<file path="config.mk">
export PLATFORM = sky130hd
export DESIGN_NAME = tdrs_sequencer
export DESIGN_NICKNAME = d
export VERILOG_FILES = /design/src/inc/tdrs_pkg.sv /design/src/design/tdrs_sequencer.sv /design/src/design/tdrs_lock_filter.sv
export VERILOG_INCLUDE_DIRS = /design/src /design/src/inc
export SDC_FILE = /design/constraint.sdc
export NUM_CORES = 1
export LEC_CHECK = 0
export BUFFER_PORTS_ARGS = -buffer_cell sky130_fd_sc_hd__buf_2
export CORE_ASPECT_RATIO = 1.1
export CORE_MARGIN = 2
export CORE_UTILIZATION = 55
export CTS_BUF_LIST = sky130_fd_sc_hd__clkbuf_8
export DETAILED_ROUTE_END_ITERATION = 10
export GPL_TIMING_DRIVEN = 0
export PLACE_DENSITY_LB_ADDON = 0.12
export SLEW_MARGIN = 20
export SYNTH_ARGS = -nofsm -noshare
export SYNTH_HDL_FRONTEND = slang
export SYNTH_SLANG_ARGS = --single-unit
</file>
<file path="constraint.sdc">
create_clock -name clock_in -period 2.73 [get_ports clock_in]
set_input_delay 0.4095 -clock clock_in [delete_from_list [all_inputs] [get_ports clock_in]]
set_output_delay 0.4095 -clock clock_in [all_outputs]
set_load 0.02 [all_outputs]
</file>
<file path="src/inc/tdrs_cfg.svh">
// Constants for the duplex transceiver reset sequencer.
// Assumes inclusion by bare name from design files under design/.
`ifndef TDRS_CFG_SVH
`define TDRS_CFG_SVH

// Settle countdown preload, sized for 2 ms at the fastest line rate
`define TDRS_SETTLE_TIME_MS  2
`define TDRS_SETTLE_PRELOAD  20'hF4240
`define TDRS_TIMER_W         20
`define TDRS_TIMER_ZERO      20'h00000
`define TDRS_TIMER_ONE       20'h00001

// Least hold of a logic reset, in parallel clock cycles
`define TDRS_MIN_RST_CYCLES  3'h4
`define TDRS_HOLD_W          3
`define TDRS_HOLD_ZERO       3'h0
`define TDRS_HOLD_ONE        3'h1

// Lock filter: cycles a lock must stay high before it is trusted
`define TDRS_LOCK_FILT       4'h8
`define TDRS_FILT_W          4
`define TDRS_FILT_ZERO       4'h0
`define TDRS_FILT_ONE        4'h1

// Lock filter indices
`define TDRS_LOCK_TX         0
`define TDRS_LOCK_RX         1
`define TDRS_NUM_LOCKS       2

`endif

</file>
<file path="src/inc/tdrs_pkg.sv">
// Types for the duplex transceiver reset sequencer.
// Assumes the configuration header is compiled alongside.
package tdrs_pkg;

    // Sequencer states, three-bit encoding fixed by the hard block flow
    typedef enum logic [2:0] {
        TDRS_IDLE         = 3'h0,
        TDRS_WAIT_TX_LOCK = 3'h1,
        TDRS_WAIT_RX_LOCK = 3'h2,
        TDRS_SETTLE       = 3'h3
    } tdrs_state_type;

    // Reset lines that travel together to the transceiver
    typedef struct packed {
        logic pll_pd;
        logic rx_pd;
        logic tx_rst;
        logic rx_rst;
    } tdrs_rst_type;

endpackage : tdrs_pkg

</file>
<file path="src/design/tdrs_sequencer.sv">
// Reset sequencer for one duplex transceiver channel whose receive
// clock recovery unit is trained by the transmit PLL output.
// Assumes all inputs synchronous to clock_in (the reference clock,
// also the transmit parallel clock); the receive parallel clock is
// sampled as an ordinary input and its rising edges step the retimer.
`timescale 1ns/1ps
`include "tdrs_cfg.svh"

// Contract
// - PLL power-down resets the whole transceiver, analog and digital
// - Hold tx logic reset and rx power-down until tx PLL lock, then release
// - Rising rx data lock enters settle and loads the countdown
// - Rx logic reset releases only once the countdown reaches zero
// - Lock indications are counter-filtered before any release
// - Any rx data lock toggle reasserts the rx logic reset
// - State is three bits: idle 0, tx wait 1, rx wait 2, settle 3
// - Settle countdown preload is 1000000 counts, for 2 ms
// - Tx request resets transmitter only; rx request resets receiver
// - Rx lock means recovery unit moved from reference to data locking
// - Ref clock is tx parallel clock; rx clock drives rx side; single width
// - Rx lock is sought only after tx lock, since tx PLL trains it
// - Tx logic reset stays high at least four cycles in the tx lock wait; rx reset and requests get no minimum
// - Sync reset in any state restarts at tx lock wait, all asserted
module tdrs_sequencer #(
    parameter logic [`TDRS_TIMER_W-1:0] SETTLE_COUNT = `TDRS_SETTLE_PRELOAD
) (
    input  wire logic       clock_in,
    input  wire logic       reset_in,
    input  wire logic       rx_par_clk_in,
    input  wire logic       sys_async_reset_in,
    input  wire logic       sys_sync_reset_in,
    input  wire logic       tx_rst_req_in,
    input  wire logic       rx_rst_req_in,
    input  wire logic       tx_pll_lock_in,
    input  wire logic       rx_data_lock_in,
    output logic            pll_pd_out,
    output logic            rx_pd_out,
    output logic            tx_rst_out,
    output logic            rx_rst_out,
    output logic [2:0]      state_out,
    output logic            done_out
);

    tdrs_pkg::tdrs_state_type  state_q;
    tdrs_pkg::tdrs_state_type  state_d;
    tdrs_pkg::tdrs_rst_type    rst_q;
    tdrs_pkg::tdrs_rst_type    rst_d;
    logic [`TDRS_TIMER_W-1:0]  timer_q;
    logic [`TDRS_TIMER_W-1:0]  timer_d;
    logic [`TDRS_HOLD_W-1:0]   hold_q;
    logic [`TDRS_HOLD_W-1:0]   hold_d;
    logic [`TDRS_NUM_LOCKS-1:0] lock_raw;
    logic [`TDRS_NUM_LOCKS-1:0] lock_filt;
    logic                      sys_reset;
    logic                      filt_reset;
    logic                      tx_lock_ok;
    logic                      rx_lock_ok;
    logic                      rx_clk_q;
    logic                      rx_clk_d;
    logic                      rx_edge;
    logic                      rx_sync1_q;
    logic                      rx_sync1_d;
    logic                      rx_sync2_q;
    logic                      rx_sync2_d;

    // Both system resets restart the sequence; each one powers down the PLL
    assign sys_reset = sys_async_reset_in | sys_sync_reset_in;

    // Filters restart on any reset so a stale lock is never trusted
    assign filt_reset = reset_in | sys_reset;

    // Lock inputs through glitch filters
    assign lock_raw[`TDRS_LOCK_TX] = tx_pll_lock_in;
    assign lock_raw[`TDRS_LOCK_RX] = rx_data_lock_in;

    // One filter per lock indication
    generate
        for (genvar i = 0; i < `TDRS_NUM_LOCKS; i++) begin : g_filt
            tdrs_lock_filter u_filt (
                .clock_in (clock_in),
                .reset_in (filt_reset),
                .lock_in  (lock_raw[i]),
                .lock_out (lock_filt[i])
            );
        end
    endgenerate

    assign tx_lock_ok = lock_filt[`TDRS_LOCK_TX];
    assign rx_lock_ok = lock_filt[`TDRS_LOCK_RX];

    // Sequencer next state; the wait on tx lock also enforces min hold
    always_comb begin
        state_d = state_q;
        rst_d   = rst_q;
        timer_d = timer_q;
        hold_d  = hold_q;
        if (sys_reset) begin
            state_d = tdrs_pkg::TDRS_WAIT_TX_LOCK;
            rst_d   = '{pll_pd: 1'b1, rx_pd: 1'b1,
                        tx_rst: 1'b1, rx_rst: 1'b1};
            timer_d = SETTLE_COUNT;
            hold_d  = `TDRS_HOLD_ZERO;
        end else begin
            unique case (state_q)
                tdrs_pkg::TDRS_WAIT_TX_LOCK: begin
                    rst_d.pll_pd = 1'b0;
                    if (hold_q != (`TDRS_MIN_RST_CYCLES - `TDRS_HOLD_ONE))
                        hold_d = hold_q + `TDRS_HOLD_ONE;
                    if (tx_lock_ok && hold_q ==
                        (`TDRS_MIN_RST_CYCLES - `TDRS_HOLD_ONE)) begin
                        state_d      = tdrs_pkg::TDRS_WAIT_RX_LOCK;
                        rst_d.tx_rst = 1'b0;
                        rst_d.rx_pd  = 1'b0;
                    end else begin
                        rst_d.tx_rst = 1'b1;
                        rst_d.rx_pd  = 1'b1;
                    end
                    rst_d.rx_rst = 1'b1;
                end
                tdrs_pkg::TDRS_WAIT_RX_LOCK: begin
                    rst_d.rx_rst = 1'b1;
                    rst_d.tx_rst = tx_rst_req_in;
                    if (rx_lock_ok) begin
                        state_d = tdrs_pkg::TDRS_SETTLE;
                        timer_d = SETTLE_COUNT;
                    end
                end
                tdrs_pkg::TDRS_SETTLE: begin
                    rst_d.tx_rst = tx_rst_req_in;
                    if (!rx_lock_ok) begin
                        // Lock dropped during settle: start the wait over
                        state_d = tdrs_pkg::TDRS_WAIT_RX_LOCK;
                    end else if (timer_q == `TDRS_TIMER_ZERO) begin
                        state_d      = tdrs_pkg::TDRS_IDLE;
                        rst_d.rx_rst = rx_rst_req_in;
                    end else begin
                        timer_d = timer_q - `TDRS_TIMER_ONE;
                    end
                end
                tdrs_pkg::TDRS_IDLE: begin
                    rst_d.tx_rst = tx_rst_req_in;
                    rst_d.rx_rst = rx_rst_req_in;
                    if (!rx_lock_ok) begin
                        // Receiver lost data lock: reset its logic again
                        state_d      = tdrs_pkg::TDRS_WAIT_RX_LOCK;
                        rst_d.rx_rst = 1'b1;
                    end
                end
                default: begin
                    state_d = tdrs_pkg::TDRS_WAIT_TX_LOCK;
                    rst_d   = '{pll_pd: 1'b1, rx_pd: 1'b1,
                                tx_rst: 1'b1, rx_rst: 1'b1};
                    hold_d  = `TDRS_HOLD_ZERO;
                end
            endcase
        end
    end

    // Sequencer registers; block reset behaves like a system reset
    always_ff @(posedge clock_in) begin
        if (reset_in) begin
            state_q <= tdrs_pkg::TDRS_WAIT_TX_LOCK;
            rst_q   <= '{pll_pd: 1'b1, rx_pd: 1'b1,
                         tx_rst: 1'b1, rx_rst: 1'b1};
            timer_q <= `TDRS_SETTLE_PRELOAD;
            hold_q  <= `TDRS_HOLD_ZERO;
        end else begin
            state_q <= state_d;
            rst_q   <= rst_d;
            timer_q <= timer_d;
            hold_q  <= hold_d;
        end
    end

    // Receive retimer: two stages stepped by rx parallel clock edges.
    // Sampling that clock limits it to below half the reference rate.
    always_comb begin
        rx_clk_d   = rx_par_clk_in;
        rx_edge    = rx_par_clk_in & ~rx_clk_q;
        rx_sync1_d = rx_edge ? rst_q.rx_rst : rx_sync1_q;
        rx_sync2_d = rx_edge ? rx_sync1_q : rx_sync2_q;
        if (sys_reset) begin
            rx_sync1_d = 1'b1;
            rx_sync2_d = 1'b1;
        end
    end

    // Retimer registers
    always_ff @(posedge clock_in) begin
        if (reset_in) begin
            rx_clk_q   <= 1'b1; // No false edge right after release
            rx_sync1_q <= 1'b1;
            rx_sync2_q <= 1'b1;
        end else begin
            rx_clk_q   <= rx_clk_d;
            rx_sync1_q <= rx_sync1_d;
            rx_sync2_q <= rx_sync2_d;
        end
    end

    // Outputs from flops, done_out decoded from the state flops; single width datapath assumed
    assign pll_pd_out = rst_q.pll_pd;
    assign rx_pd_out  = rst_q.rx_pd;
    assign tx_rst_out = rst_q.tx_rst;
    assign rx_rst_out = rx_sync2_q;
    assign state_out  = state_q;
    assign done_out   = (state_q == tdrs_pkg::TDRS_IDLE);

    AST_PD_ALL: assert property (@(posedge clock_in) disable iff (reset_in)
        rst_q.pll_pd |-> rst_q.rx_pd && rst_q.tx_rst && rst_q.rx_rst)
        else $error("power-down without all resets");

    AST_SYS_RST: assert property (@(posedge clock_in) disable iff (reset_in)
        sys_reset |=> (state_q == tdrs_pkg::TDRS_WAIT_TX_LOCK
            && rst_q == 4'hF) ##1 (!rst_q.pll_pd || $past(sys_reset)))
        else $error("system reset not applied");

    AST_TX_HOLD: assert property (@(posedge clock_in) disable iff (reset_in)
        state_q == tdrs_pkg::TDRS_WAIT_TX_LOCK && !tx_lock_ok
        |=> rst_q.tx_rst && rst_q.rx_pd)
        else $error("tx reset released without lock");

    AST_SETTLE_LOAD: assert property (@(posedge clock_in)
        disable iff (reset_in)
        state_q == tdrs_pkg::TDRS_WAIT_RX_LOCK && rx_lock_ok && !sys_reset
        |=> state_q == tdrs_pkg::TDRS_SETTLE && timer_q == SETTLE_COUNT)
        else $error("settle not entered with preload");

    AST_RX_RELEASE: assert property (@(posedge clock_in)
        disable iff (reset_in)
        $fell(rst_q.rx_rst) && $past(state_q) != tdrs_pkg::TDRS_IDLE
        |-> $past(state_q) == tdrs_pkg::TDRS_SETTLE
            && $past(timer_q) == `TDRS_TIMER_ZERO)
        else $error("rx reset released before countdown");

    AST_FILTER: assert property (@(posedge clock_in) disable iff (reset_in)
        $rose(rx_lock_ok) |-> $past(rx_data_lock_in, 1)
            && $past(rx_data_lock_in, 2) && $past(rx_data_lock_in, 3)
            && $past(rx_data_lock_in, 8))
        else $error("unfiltered lock passed");

    AST_LOCK_LOSS: assert property (@(posedge clock_in)
        disable iff (reset_in)
        (state_q == tdrs_pkg::TDRS_IDLE || state_q == tdrs_pkg::TDRS_SETTLE)
        && !rx_lock_ok |=> rst_q.rx_rst ##1 state_q != tdrs_pkg::TDRS_IDLE)
        else $error("lock loss did not reset receiver");

    AST_TX_MIN: assert property (@(posedge clock_in) disable iff (reset_in)
        $fell(rst_q.tx_rst) && $past(state_q) ==
            tdrs_pkg::TDRS_WAIT_TX_LOCK
        |-> $past(rst_q.tx_rst, 4))
        else $error("tx reset shorter than four cycles");

    AST_RX_ORDER: assert property (@(posedge clock_in)
        disable iff (reset_in)
        state_q == tdrs_pkg::TDRS_WAIT_RX_LOCK |-> !rst_q.pll_pd
            && !rst_q.rx_pd)
        else $error("rx lock sought before tx lock");

    AST_SYNC_PATH: assert property (@(posedge clock_in)
        disable iff (reset_in)
        !sys_reset && rx_edge && rx_sync1_q != rx_sync2_q
        |=> rx_sync2_q == $past(rx_sync1_q))
        else $error("retimer stage skipped");

endmodule : tdrs_sequencer

</file>
<file path="src/design/tdrs_lock_filter.sv">
// Lock glitch filter: output rises only after the input stays high
// for a full count, and drops in the cycle after the input drops.
// Assumes the lock input is already synchronous to clock_in.
`timescale 1ns/1ps
`include "tdrs_cfg.svh"

module tdrs_lock_filter (
    input  wire logic clock_in,
    input  wire logic reset_in,
    input  wire logic lock_in,
    output logic      lock_out
);

    logic [`TDRS_FILT_W-1:0] count_q;
    logic [`TDRS_FILT_W-1:0] count_d;
    logic                    stable_q;
    logic                    stable_d;

    // Count consecutive high samples; any low sample restarts
    always_comb begin
        count_d  = count_q;
        stable_d = stable_q;
        if (!lock_in) begin
            count_d  = `TDRS_FILT_ZERO;
            stable_d = 1'b0;
        end else if (count_q == (`TDRS_LOCK_FILT - `TDRS_FILT_ONE)) begin
            stable_d = 1'b1;
        end else begin
            count_d = count_q + `TDRS_FILT_ONE;
        end
    end

    // Register stage
    always_ff @(posedge clock_in) begin
        if (reset_in) begin
            count_q  <= `TDRS_FILT_ZERO;
            stable_q <= 1'b0;
        end else begin
            count_q  <= count_d;
            stable_q <= stable_d;
        end
    end

    assign lock_out = stable_q;

endmodule : tdrs_lock_filter

</file>
==> results of run 1 <==
worst max-delay path: stages, from the launching register on:
cell                       delay, ns
sky130_fd_sc_hd__dfxtp_1        0.37
sky130_fd_sc_hd__inv_1          0.10
sky130_fd_sc_hd__ha_1           0.14
sky130_fd_sc_hd__clkbuf_1       0.27
sky130_fd_sc_hd__o21ai_0        0.30
sky130_fd_sc_hd__nor4_1         0.44
sky130_fd_sc_hd__or4b_2         0.61
sky130_fd_sc_hd__a21oi_1        0.16
cells in the mapped netlist (all sizes together), types with 2 or more instances:
library cell	n
ha	10
o41ai	3
dfxtp	42
or4b	2
nor3	9
nor4	4
nand2	16
clkbuf	4
xor2	7
o211ai	2
buf	4
or3	11
o31ai	7
nand3	11
xnor2	2
o21ai	18
or4	8
a31oi	2
nand2b	2
mux2i	4
inv	10
or2	4
nor2b	2
a21oi	13
nor2	29
registers in the layout, indices dropped and copies added, names as in the netlist:
name                    cells
g_filt.u_filt.count_q       8
rx_pd_out                   1
rst_q                       1
rx_rst_out                  1
g_filt.u_filt.lock_out      2
timer_q                    20
pll_pd_out                  1
rx_clk_q                    1
hold_q                      3
tx_rst_out                  1
state_out                   2
rx_sync1_q                  1
kinds of logic (layout without fill, tap and decap cells):
family	count (synthesis)	in the layout
AOI/OAI and AO/OA	51	51
other	1	1
adders and majority gates	10	10
buffers and inverters	18	41
xor gates and xnor gates	9	9
muxes	5	5
DFF	42	42
and+or+nand+nor	103	103
per-layer routing:
metal | wire length (um) | GRT usage (%) | part of all wire [%] | up-vias
met5 | 0 | 0 | 0 | -
met2 | 1842 | 34.81 | 46 | 35
met4 | 63 | 7.778 | 1.6 | 0
li1 | - | - | - | 907
met1 | 1891 | 23.58 | 47 | 800
met3 | 203 | 5.921 | 5.1 | 6
how the worst min path moves through the flow:
| stage | cells after the start | end | startpoint |
|---|---|---|---|
| after detailed placement | 2 | pll_pd_out$_SDFFE_PP1P_ | pll_pd_out$_SDFFE_PP1P_ |
| after global placement | 2 | pll_pd_out$_SDFFE_PP1P_ | pll_pd_out$_SDFFE_PP1P_ |
| final | 2 | rx_clk_q$_SDFF_PP1_ | rx_par_clk_in |
| after floorplan | 2 | g_filt[0].u_filt.lock_out$_SDFFE_PP0N_ | g_filt[0].u_filt.lock_out$_SDFFE_PP0N_ |
| after global routing | 2 | rx_clk_q$_SDFF_PP1_ | rx_par_clk_in |
| after CTS | 2 | rx_clk_q$_SDFF_PP1_ | rx_par_clk_in |
final cells by class:
cell class                      count  area [um^2]  share of cell area [%]
Multi-Input combinational cell    179         1139                   49.22
Timing Repair Buffer               15        75.07                   3.245
Tap cell                           50        62.56                   2.704
Sequential cell                    42        840.8                   36.34
Clock buffer                        5        68.82                   2.975
Buffer                              8        50.05                   2.163
Inverter                           10        37.54                   1.622
Clock inverter                      3        40.04                   1.731
stage by stage:
stage	power, mW	std cells
2_1_floorplan	0.6461	239
3_3_place_gp	0.6568	304
3_5_place_dp	0.6571	304
4_1_cts	1.135	312
5_1_grt	1.156	312
6_report	1.122	312
power by group:
group	internal (mW)	switching, mW	total (mW)
sequential	0.615	0.00188	0.617
combinational	0.0105	0.0151	0.0256
clock	0.269	0.211	0.480
==> implementation parameters, run 1 <==
Parameter                              Value

Logic synthesis
  Main combinational cell family by area after synthesis    simple AND/OR/NAND/NOR gates
  Distinct cell type count of the synthesized netlist    between 40 and 50
  Post-synth top area share    between 40% and 50%
  Portion of the post-synthesis area used by sequential elements    between 40% and 50%
  Library cell occupying the most area in the post-synthesis netlist    sky130_fd_sc_hd__dfxtp_1
  Synth Net Count    roughly 260
  Total of flip-flops plus latches after synthesis    42
  Fraction of the mapped netlist area in compound gates    between 10% and 20%
  Area share of fa/ha/maj cells after synthesis    under 10%
  Yosys synthesis warning count    0
  Top flip-flop cell by instance count after synthesis    sky130_fd_sc_hd__dfxtp_1
  Proportion of synthesized area in mux cells    under 10%
  Async set-reset flop share out of synthesis    0%
  Synth Area per Inst    roughly 8.6 um^2
  Number of flops mapped to enable cells by yosys    0
  Cell area after synthesis    approximately 0.0021 mm^2
  Area fraction in and, or, nand and nor cells after synthesis    26.57%
  Most area-consuming cells after synthesis    sky130_fd_sc_hd__dfxtp_1 (41%), sky130_fd_sc_hd__ha_1 (6.1%), sky130_fd_sc_hd__nor2_1 (5.1%), sky130_fd_sc_hd__or3_1 (3.3%), sky130_fd_sc_hd__xor2_1 (3.0%)
  Xor and xnor area share after synthesis    between 3 and 4%
  Post-synthesis cell count    239

Worst setup path
  Arrival @ worst endpoint    about 2.7 ns
  Register-to-Register Setup Slack    around 0.27 ns
  FF-to-FF path depth    7
  Capture point of the worst reg-to-reg path    timer_q[13]$_SDFFE_PP0P_
  Type of element capturing the critical path    flop
  Endpoint of the most critical setup path    timer_q[13]$_SDFFE_PP0P_
  Crit-path max FO    9
  Critical path launch point    state_out[0]$_SDFFE_PP1P_
  Startpoint of the worst register-to-register path    state_out[0]$_SDFFE_PP1P_
  Type of element launching the critical path    flop
  Critical path required time    2.96 ns
  Startpoint-to-endpoint class of the critical path    reg -> reg

Power
  Static leakage power    0.8714 nW
  Peak ir drop on the vdd network    roughly 330 uV
  Power Dens Cells    between 400 and 500 mW/mm^2

Run status
  Outcome    finished, final reports clean

Drt
  Via count    roughly 1.7k
  Remaining routing DRC violations    0
  WL per Instance    around 13 um
  Remaining antenna violation count after routing    0
  First-pass iteration count of the detailed router    4
  Wirelength, routed    4.001 mm
  First DRT Iteration DRCs    111
  Via density per instance    5.603

Global route
  Vias in the first global route    around 1.6k
  Antenna violations before repair    0
  First-pass GRT wire length    6.686 mm
  Gr ovfl total    0
  Gr usage total    approximately 20%
  Maximum number of pins on one net before global-route repair    14

Timing
  Share of the cycle needed by the critical path after routing    roughly nine tenths
  Setup WS post-layout    around 0.27 ns
  Unrepaired setup endpoints after global routing    no
  Max-slew violation total from the final report    0
  Headroom to the max-slew limit    between 40% and 50%
  Count of final hold-check violations    0
  Worst-Margin Slew    between 0.8 and 0.9 ns
  Worst hold-check slack    roughly 0.31 ns
  Highest achievable clock rate    just over 400 MHz
  Post-layout minimum cycle time    approximately 2.5 ns
  Clock Skew    between 0.004 and 0.005 ns
  Setup-violating endpoint count in the final report    0
  Final total negative setup slack    0 ns

Die
  DIE AREA    about 0.0043 mm^2
  Number of rows created at floorplan    23
  Total core area    0.003626 mm^2
  Ports    17
  Die height    68.30 um
  Starting Density    57.00%
  Die width    roughly 62 um

Placement
  Placer congestion estimate    between 0.7 and 0.8
  Estimated wirelength of the detail-placed design    between 2 and 3 mm
  Setup WS pre-CTS    approximately 0.33 ns
  Area after DPL    around 0.0022 mm^2
  Number of I/O port buffers    15

Min path
  Worst min path class    in -> reg

Final layout
  Leading cell type in the layout, fill and taps excluded    sky130_fd_sc_hd__dfxtp_1
  Fraction of layout cells with a size suffix above 1    ~16%
  Filler instances    about 370
  Core utilization of the finished layout    63.80%
  Number of diodes added for antenna fixing    0
  Commonest cells after routing, fill and taps aside    sky130_fd_sc_hd__dfxtp_1 (42), sky130_fd_sc_hd__nor2_1 (28), sky130_fd_sc_hd__buf_2 (16), sky130_fd_sc_hd__nand2_1 (16), sky130_fd_sc_hd__a21oi_1 (12)
  Post-layout nets    between 200 and 300
  Layout-stage area growth over the synthesis result    11.93%
  Final design area excluding fillers    roughly 0.0023 mm^2

Clocking
  Clock sink total    42
  Hold_buf cts    0
  Total of cells resized after clock tree synthesis    0
  Post-CTS setup buffers    0
  TritonCTS clock tree    done
  Clock Path Buffers    2
  H-tree lvl count    2
  Clock insertion delay at the later pin of the skew report    approximately 0.29 ns
  Register clock-pin slew on the reported worst setup and hold paths    0.08 ns
  Library cell used as clock root buffer    sky130_fd_sc_hd__clkbuf_8
  Number of clock buffers inserted by TritonCTS    5

Flow run
  MaxCap Viol Count    0
No activity file was read; power rests on OpenSTA's default activity.
==> run 2, diff against run 1 <==
Settings changed: CORE_UTILIZATION 55 to 61.
==> implementation parameters, run 2 (synthesized netlist as in run 1, its figures left out) <==
Parameter                              Value

Worst setup path
  Worst path cell trace    inv_1 > ha_1 > clkbuf_1 > o21ai_0 > nor4_1 > or4b_2 > a21oi_1
  Startpoint of the worst register-to-register path    state_out[0]$_SDFFE_PP1P_
  Peak per-stage delay on the critical path    0.62 ns
  Arrival @ worst endpoint    2.70 ns
  Levels on crit path    7
  Capture point of the worst reg-to-reg path    timer_q[13]$_SDFFE_PP0P_
  Type of element launching the critical path    flop
  Critical path's top delay family    simple AND/OR/NAND/NOR gates
  Register-to-Register Setup Slack    around 0.25 ns
  Endpoint of the most critical setup path    timer_q[13]$_SDFFE_PP0P_
  Type of element capturing the critical path    flop
  Crit-path max FO    9
  Startpoint-to-endpoint class of the critical path    reg -> reg
  Buf/Inv on CP    2
  Slowest CP cell    sky130_fd_sc_hd__or4b_2
  FF-to-FF path depth    7
  Critical path required time    roughly 3.0 ns
  Critical path launch point    state_out[0]$_SDFFE_PP1P_

Final layout
  Post-layout nets    280
  Number of diodes added for antenna fixing    0
  Flip-flop count of the largest register after layout    20
  Largest reg by FF count    timer_q
  Final design area excluding fillers    ~0.0023 mm^2
  Layout-stage area growth over the synthesis result    10.23%
  Largest registers    timer_q (20), g_filt.u_filt.count_q (8), hold_q (3)
  Fraction of layout cells with a size suffix above 1    15.27%
  Leading cell type in the layout, fill and taps excluded    sky130_fd_sc_hd__dfxtp_1
  Commonest cells after routing, fill and taps aside    sky130_fd_sc_hd__dfxtp_1 (42), sky130_fd_sc_hd__nor2_1 (28), sky130_fd_sc_hd__buf_2 (16), sky130_fd_sc_hd__nand2_1 (16), sky130_fd_sc_hd__a21oi_1 (12)

Global route
  M2 GR Usage    a little over a third
  Met3 global-route usage    under 10%
  Vias in the first global route    between 1.5k and 2k
  Most heavily used metal layer in global routing    met2
  Gr ovfl total    0
  Maximum number of pins on one net before global-route repair    13
  Antenna violations before repair    0
  Global-route met1 utilization    roughly 30%
  First-pass GRT wire length    a little under 7 mm
  Gr usage total    between 20% and 30%

Die
  Die width    roughly 60 um
  DIE AREA    0.003870 mm^2
  Number of rows created at floorplan    22
  Ports    17
  Die height    around 65 um
  Total core area    between 0.003 and 0.004 mm^2
  Starting Density    approximately 63%

Placement
  Placer congestion estimate    about 0.80
  Area after DPL    approximately 0.0022 mm^2
  Estimated wirelength of the detail-placed design    2.861 mm
  Setup WS pre-CTS    approximately 0.30 ns
  Number of I/O port buffers    15

Timing
  Clock Skew    about 0.0061 ns
  Worst-Margin Slew    0.8326 ns
  Share of the cycle needed by the critical path after routing    between 90 and 100%
  Post-layout minimum cycle time    2.482 ns
  Headroom to the max-slew limit    between 40% and 50%
  Unrepaired setup endpoints after global routing    no
  Final total negative setup slack    0 ns
  Highest achievable clock rate    roughly 400 MHz
  Setup WS post-layout    0.2478 ns
  Count of final hold-check violations    0
  Setup-violating endpoint count in the final report    0
  Max-slew violation total from the final report    0

Clocking
  Clock insertion delay at the later pin of the skew report    slightly below 0.3 ns
  Number of clock buffers inserted by TritonCTS    5
  Register clock-pin slew on the reported worst setup and hold paths    approximately 0.07 ns
  TritonCTS clock tree    done
  Clock Path Buffers    2
  Hold_buf cts    0
  Post-CTS setup buffers    0
  Total of cells resized after clock tree synthesis    0
  Library cell used as clock root buffer    sky130_fd_sc_hd__clkbuf_8
  H-tree lvl count    2
  Clock sink total    42

Drt
  Wirelength, routed    3.817 mm
  First-pass iteration count of the detailed router    4
  Via count    about 1.7k
  Remaining antenna violation count after routing    0
  Via density per instance    roughly 5.8
  Remaining routing DRC violations    0
  First DRT Iteration DRCs    76
  WL per Instance    between 10 and 15 um

Run status
  Outcome    finished, final reports clean

Power
  Peak ir drop on the vdd network    between 300 and 400 uV
  Power Dens Cells    457.1 mW/mm^2
  Static leakage power    roughly 0.87 nW

Flow run
  MaxCap Viol Count    0

Min path
  Worst min path class    in -> reg
-- run 2: per-stage QoR --
| step | util [%] | hold slack (ns) | cells | power (mW) |
|---|---|---|---|---|
| 3_5_place_dp | 66.21 | 0.4580 | 290 | 0.6570 |
| 4_1_cts | 68.98 | 0.3027 | 298 | 1.056 |
| 6_report | 68.98 | 0.3135 | 298 | 1.041 |
| 2_1_floorplan | - | 0.4352 | 239 | 0.6461 |
| 3_3_place_gp | 66.21 | 0.4407 | 290 | 0.6564 |
| 5_1_grt | 68.98 | 0.3075 | 298 | 1.074 |
-- run 2: where the power goes --
part / internal, mW / switching, mW
Sequential: 0.615 / 0.00189
Combinational: 0.0105 / 0.0148
Clock: 0.200 / 0.199
-- run 2: worst min path at each step --
stage                                                       from                                      to  slack (ns)  depth (start not counted)
after CTS                                          rx_par_clk_in                     rx_clk_q$_SDFF_PP1_        0.30                          2
after floorplan           g_filt[0].u_filt.lock_out$_SDFFE_PP0N_  g_filt[0].u_filt.lock_out$_SDFFE_PP0N_        0.44                          2
after detailed placement                 pll_pd_out$_SDFFE_PP1P_                 pll_pd_out$_SDFFE_PP1P_        0.46                          2
final                                              rx_par_clk_in                     rx_clk_q$_SDFF_PP1_        0.31                          2
after global placement                   pll_pd_out$_SDFFE_PP1P_                 pll_pd_out$_SDFFE_PP1P_        0.44                          2
after global routing                               rx_par_clk_in                     rx_clk_q$_SDFF_PP1_        0.31                          2
-- run 2: final cells by class --
cell class,count,area [um^2]
Clock buffer,6,82.58
Buffer,8,50.05
Sequential cell,42,840.8
Multi-Input combinational cell,179,1139
Clock inverter,2,8.758
Timing Repair Buffer,15,75.07
Tap cell,36,45.04
Inverter,10,37.54
Fill cell,294,1025
-- run 2: per-layer routing --
metal | vias up | part of all wire [%]
met5 | - | 0
met4 | 0 | 2.2
met3 | 8 | 2.7
met2 | 21 | 47
met1 | 791 | 48
li1 | 907 | -
==> run 3, diff against run 2 <==
Settings changed: PLACE_DENSITY from default to 0.81, PLACE_DENSITY_LB_ADDON 0.12 to default.
==> implementation parameters, run 3 (synthesized netlist as in run 1, its figures left out) <==
Parameter                              Value

Timing
  Clock Skew    0.006178 ns
  Setup WS post-layout    approximately 0.28 ns
  Worst hold-check slack    0.3088 ns
  Max-slew violation total from the final report    0
  Count of final hold-check violations    0
  Highest achievable clock rate    about 410 MHz
  Worst-Margin Slew    0.8885 ns
  Final total negative setup slack    0 ns
  Headroom to the max-slew limit    about two fifths
  Setup-violating endpoint count in the final report    0
  Post-layout minimum cycle time    approximately 2.4 ns
  Share of the cycle needed by the critical path after routing    between 80% and 90%
  Unrepaired setup endpoints after global routing    no

Die
  Die width    59.50 um
  Starting Density    approximately 63%
  Number of rows created at floorplan    22
  DIE AREA    between 0.003 and 0.004 mm^2
  Die height    65.05 um
  Total core area    0.003303 mm^2
  Ports    17

Drt
  Via count    1766
  First-pass iteration count of the detailed router    4
  Wirelength, routed    approximately 4.1 mm
  Via density per instance    between 5 and 6
  Remaining routing DRC violations    0
  Remaining antenna violation count after routing    0
  First DRT Iteration DRCs    between 80 and 90
  WL per Instance    13.65 um

Min path
  Sink of the worst hold path    rx_clk_q$_SDFF_PP1_
  Hold path startpoint    rx_par_clk_in
  Number of instances on the worst hold path    2
  Worst min path class    in -> reg

Clocking
  Clock sink total    between 40 and 50
  Total of cells resized after clock tree synthesis    0
  Register clock-pin slew on the reported worst setup and hold paths    approximately 0.08 ns
  TritonCTS clock tree    done
  Clock insertion delay at the later pin of the skew report    approximately 0.30 ns
  Library cell used as clock root buffer    sky130_fd_sc_hd__clkbuf_8
  Clock Path Buffers    2
  Number of clock buffers inserted by TritonCTS    5
  Post-CTS setup buffers    0
  H-tree lvl count    2
  Hold_buf cts    0

Final layout
  Count of non-filler cells in the finished layout    about 300
  Fraction of layout cells with a size suffix above 1    between 10% and 20%
  Leading cell type in the layout, fill and taps excluded    sky130_fd_sc_hd__dfxtp_1
  Commonest cells after routing, fill and taps aside    sky130_fd_sc_hd__dfxtp_1 (42), sky130_fd_sc_hd__nor2_1 (28), sky130_fd_sc_hd__buf_2 (16), sky130_fd_sc_hd__nand2_1 (16), sky130_fd_sc_hd__a21oi_1 (12)
  Flip-flop count of the largest register after layout    20
  Core utilization of the finished layout    between 60% and 70%
  Largest registers    timer_q (20), g_filt.u_filt.count_q (8), hold_q (3)
  Number of diodes added for antenna fixing    0
  Filler instances    303
  Layout-stage area growth over the synthesis result    10.41%
  Final design area excluding fillers    ~0.0023 mm^2
  Largest reg by FF count    timer_q
  Post-layout nets    280

Worst setup path
  Slowest CP cell    sky130_fd_sc_hd__or3_1
  Type of element capturing the critical path    flop
  Critical path required time    between 2 and 3 ns
  Peak per-stage delay on the critical path    0.51 ns
  Buf/Inv on CP    2
  FF-to-FF path depth    7
  Register-to-Register Setup Slack    0.28 ns
  Capture point of the worst reg-to-reg path    timer_q[11]$_SDFFE_PP0P_
  Type of element launching the critical path    flop
  Startpoint-to-endpoint class of the critical path    reg -> reg
  Startpoint of the worst register-to-register path    state_out[0]$_SDFFE_PP1P_
  Crit-path max FO    9
  Worst path cell trace    inv_1 > ha_1 > clkbuf_1 > o21ai_0 > or3_1 > or4_1 > a21oi_1
  Critical path's top delay family    simple AND/OR/NAND/NOR gates
  Arrival @ worst endpoint    2.67 ns

Placement
  Number of I/O port buffers    15
  Dpl cells    290
  Setup WS pre-CTS    between 0.3 and 0.4 ns
  Area after DPL    0.002187 mm^2
  Placer congestion estimate    around 0.84
  Estimated wirelength of the detail-placed design    about 3 mm

Run status
  Outcome    finished, final reports clean

Global route
  Antenna violations before repair    0
  Vias in the first global route    approximately 1.6k
  Gr ovfl total    0
  First-pass GRT wire length    a little under 7 mm
  Gr usage total    23.18%
  Maximum number of pins on one net before global-route repair    14

Flow run
  MaxCap Viol Count    0

Power
  Power Dens Cells    466.6 mW/mm^2
  Sum of internal, switching and leakage power    about 1.1 mW
  Static leakage power    0.8607 nW
  Peak ir drop on the vdd network    345.4 uV
==> run 3: changes by cell type in the layout (fill, tap and decap cells not counted), sizes merged <==
cell,before,now
clkinvlp,0,1
inv,11,10
==> run 3: worst max-delay path by stage <==
stage          cells after the start  slack, ns                       from                        to
2_1_floorplan                      6       0.55  state_out[1]$_SDFFE_PP0P_  timer_q[13]$_SDFFE_PP0P_
3_3_place_gp                       7       0.38  state_out[0]$_SDFFE_PP1P_  timer_q[13]$_SDFFE_PP0P_
3_5_place_dp                       7       0.32  state_out[0]$_SDFFE_PP1P_  timer_q[11]$_SDFFE_PP0P_
4_1_cts                            7       0.29  state_out[0]$_SDFFE_PP1P_  timer_q[11]$_SDFFE_PP0P_
5_1_grt                            7       0.12  state_out[0]$_SDFFE_PP1P_  timer_q[13]$_SDFFE_PP0P_
6_report                           7       0.28  state_out[0]$_SDFFE_PP1P_  timer_q[11]$_SDFFE_PP0P_
==> run 3: layout make-up <==
type	count	area (um^2)	share of cell area, %
tap	36	45.04	1.974
clock inverter	2	12.51	0.5482
clock buffer	6	82.58	3.618
sequential	42	840.8	36.84
multi-input combinational	179	1139	49.89
timing repair buffer	15	75.07	3.289
inverter	10	37.54	1.645
buffer	8	50.05	2.193
==> run 3: worst register-to-register path, stage by stage, from the launching register on <==
cell and delay, ns:
sky130_fd_sc_hd__dfxtp_1 0.38, sky130_fd_sc_hd__inv_1 0.12, sky130_fd_sc_hd__ha_1 0.16, sky130_fd_sc_hd__clkbuf_1 0.28, sky130_fd_sc_hd__o21ai_0 0.28, sky130_fd_sc_hd__or3_1 0.51
sky130_fd_sc_hd__or4_1 0.50, sky130_fd_sc_hd__a21oi_1 0.15
==> run 3: per-layer routing <==
metal	up-vias	global-route usage [%]	routed length [um]
met4	0	7.222	50
met1	817	26.28	1866
li1	907	-	-
met3	6	5.589	147
met2	36	41.76	2004
met5	-	0	0
==> run 3: power by group <==
group          internal (mW)  total (mW)  switching (mW)
clock network          0.203       0.422           0.219
logic                 0.0106      0.0257          0.0151
registers              0.615       0.617         0.00197
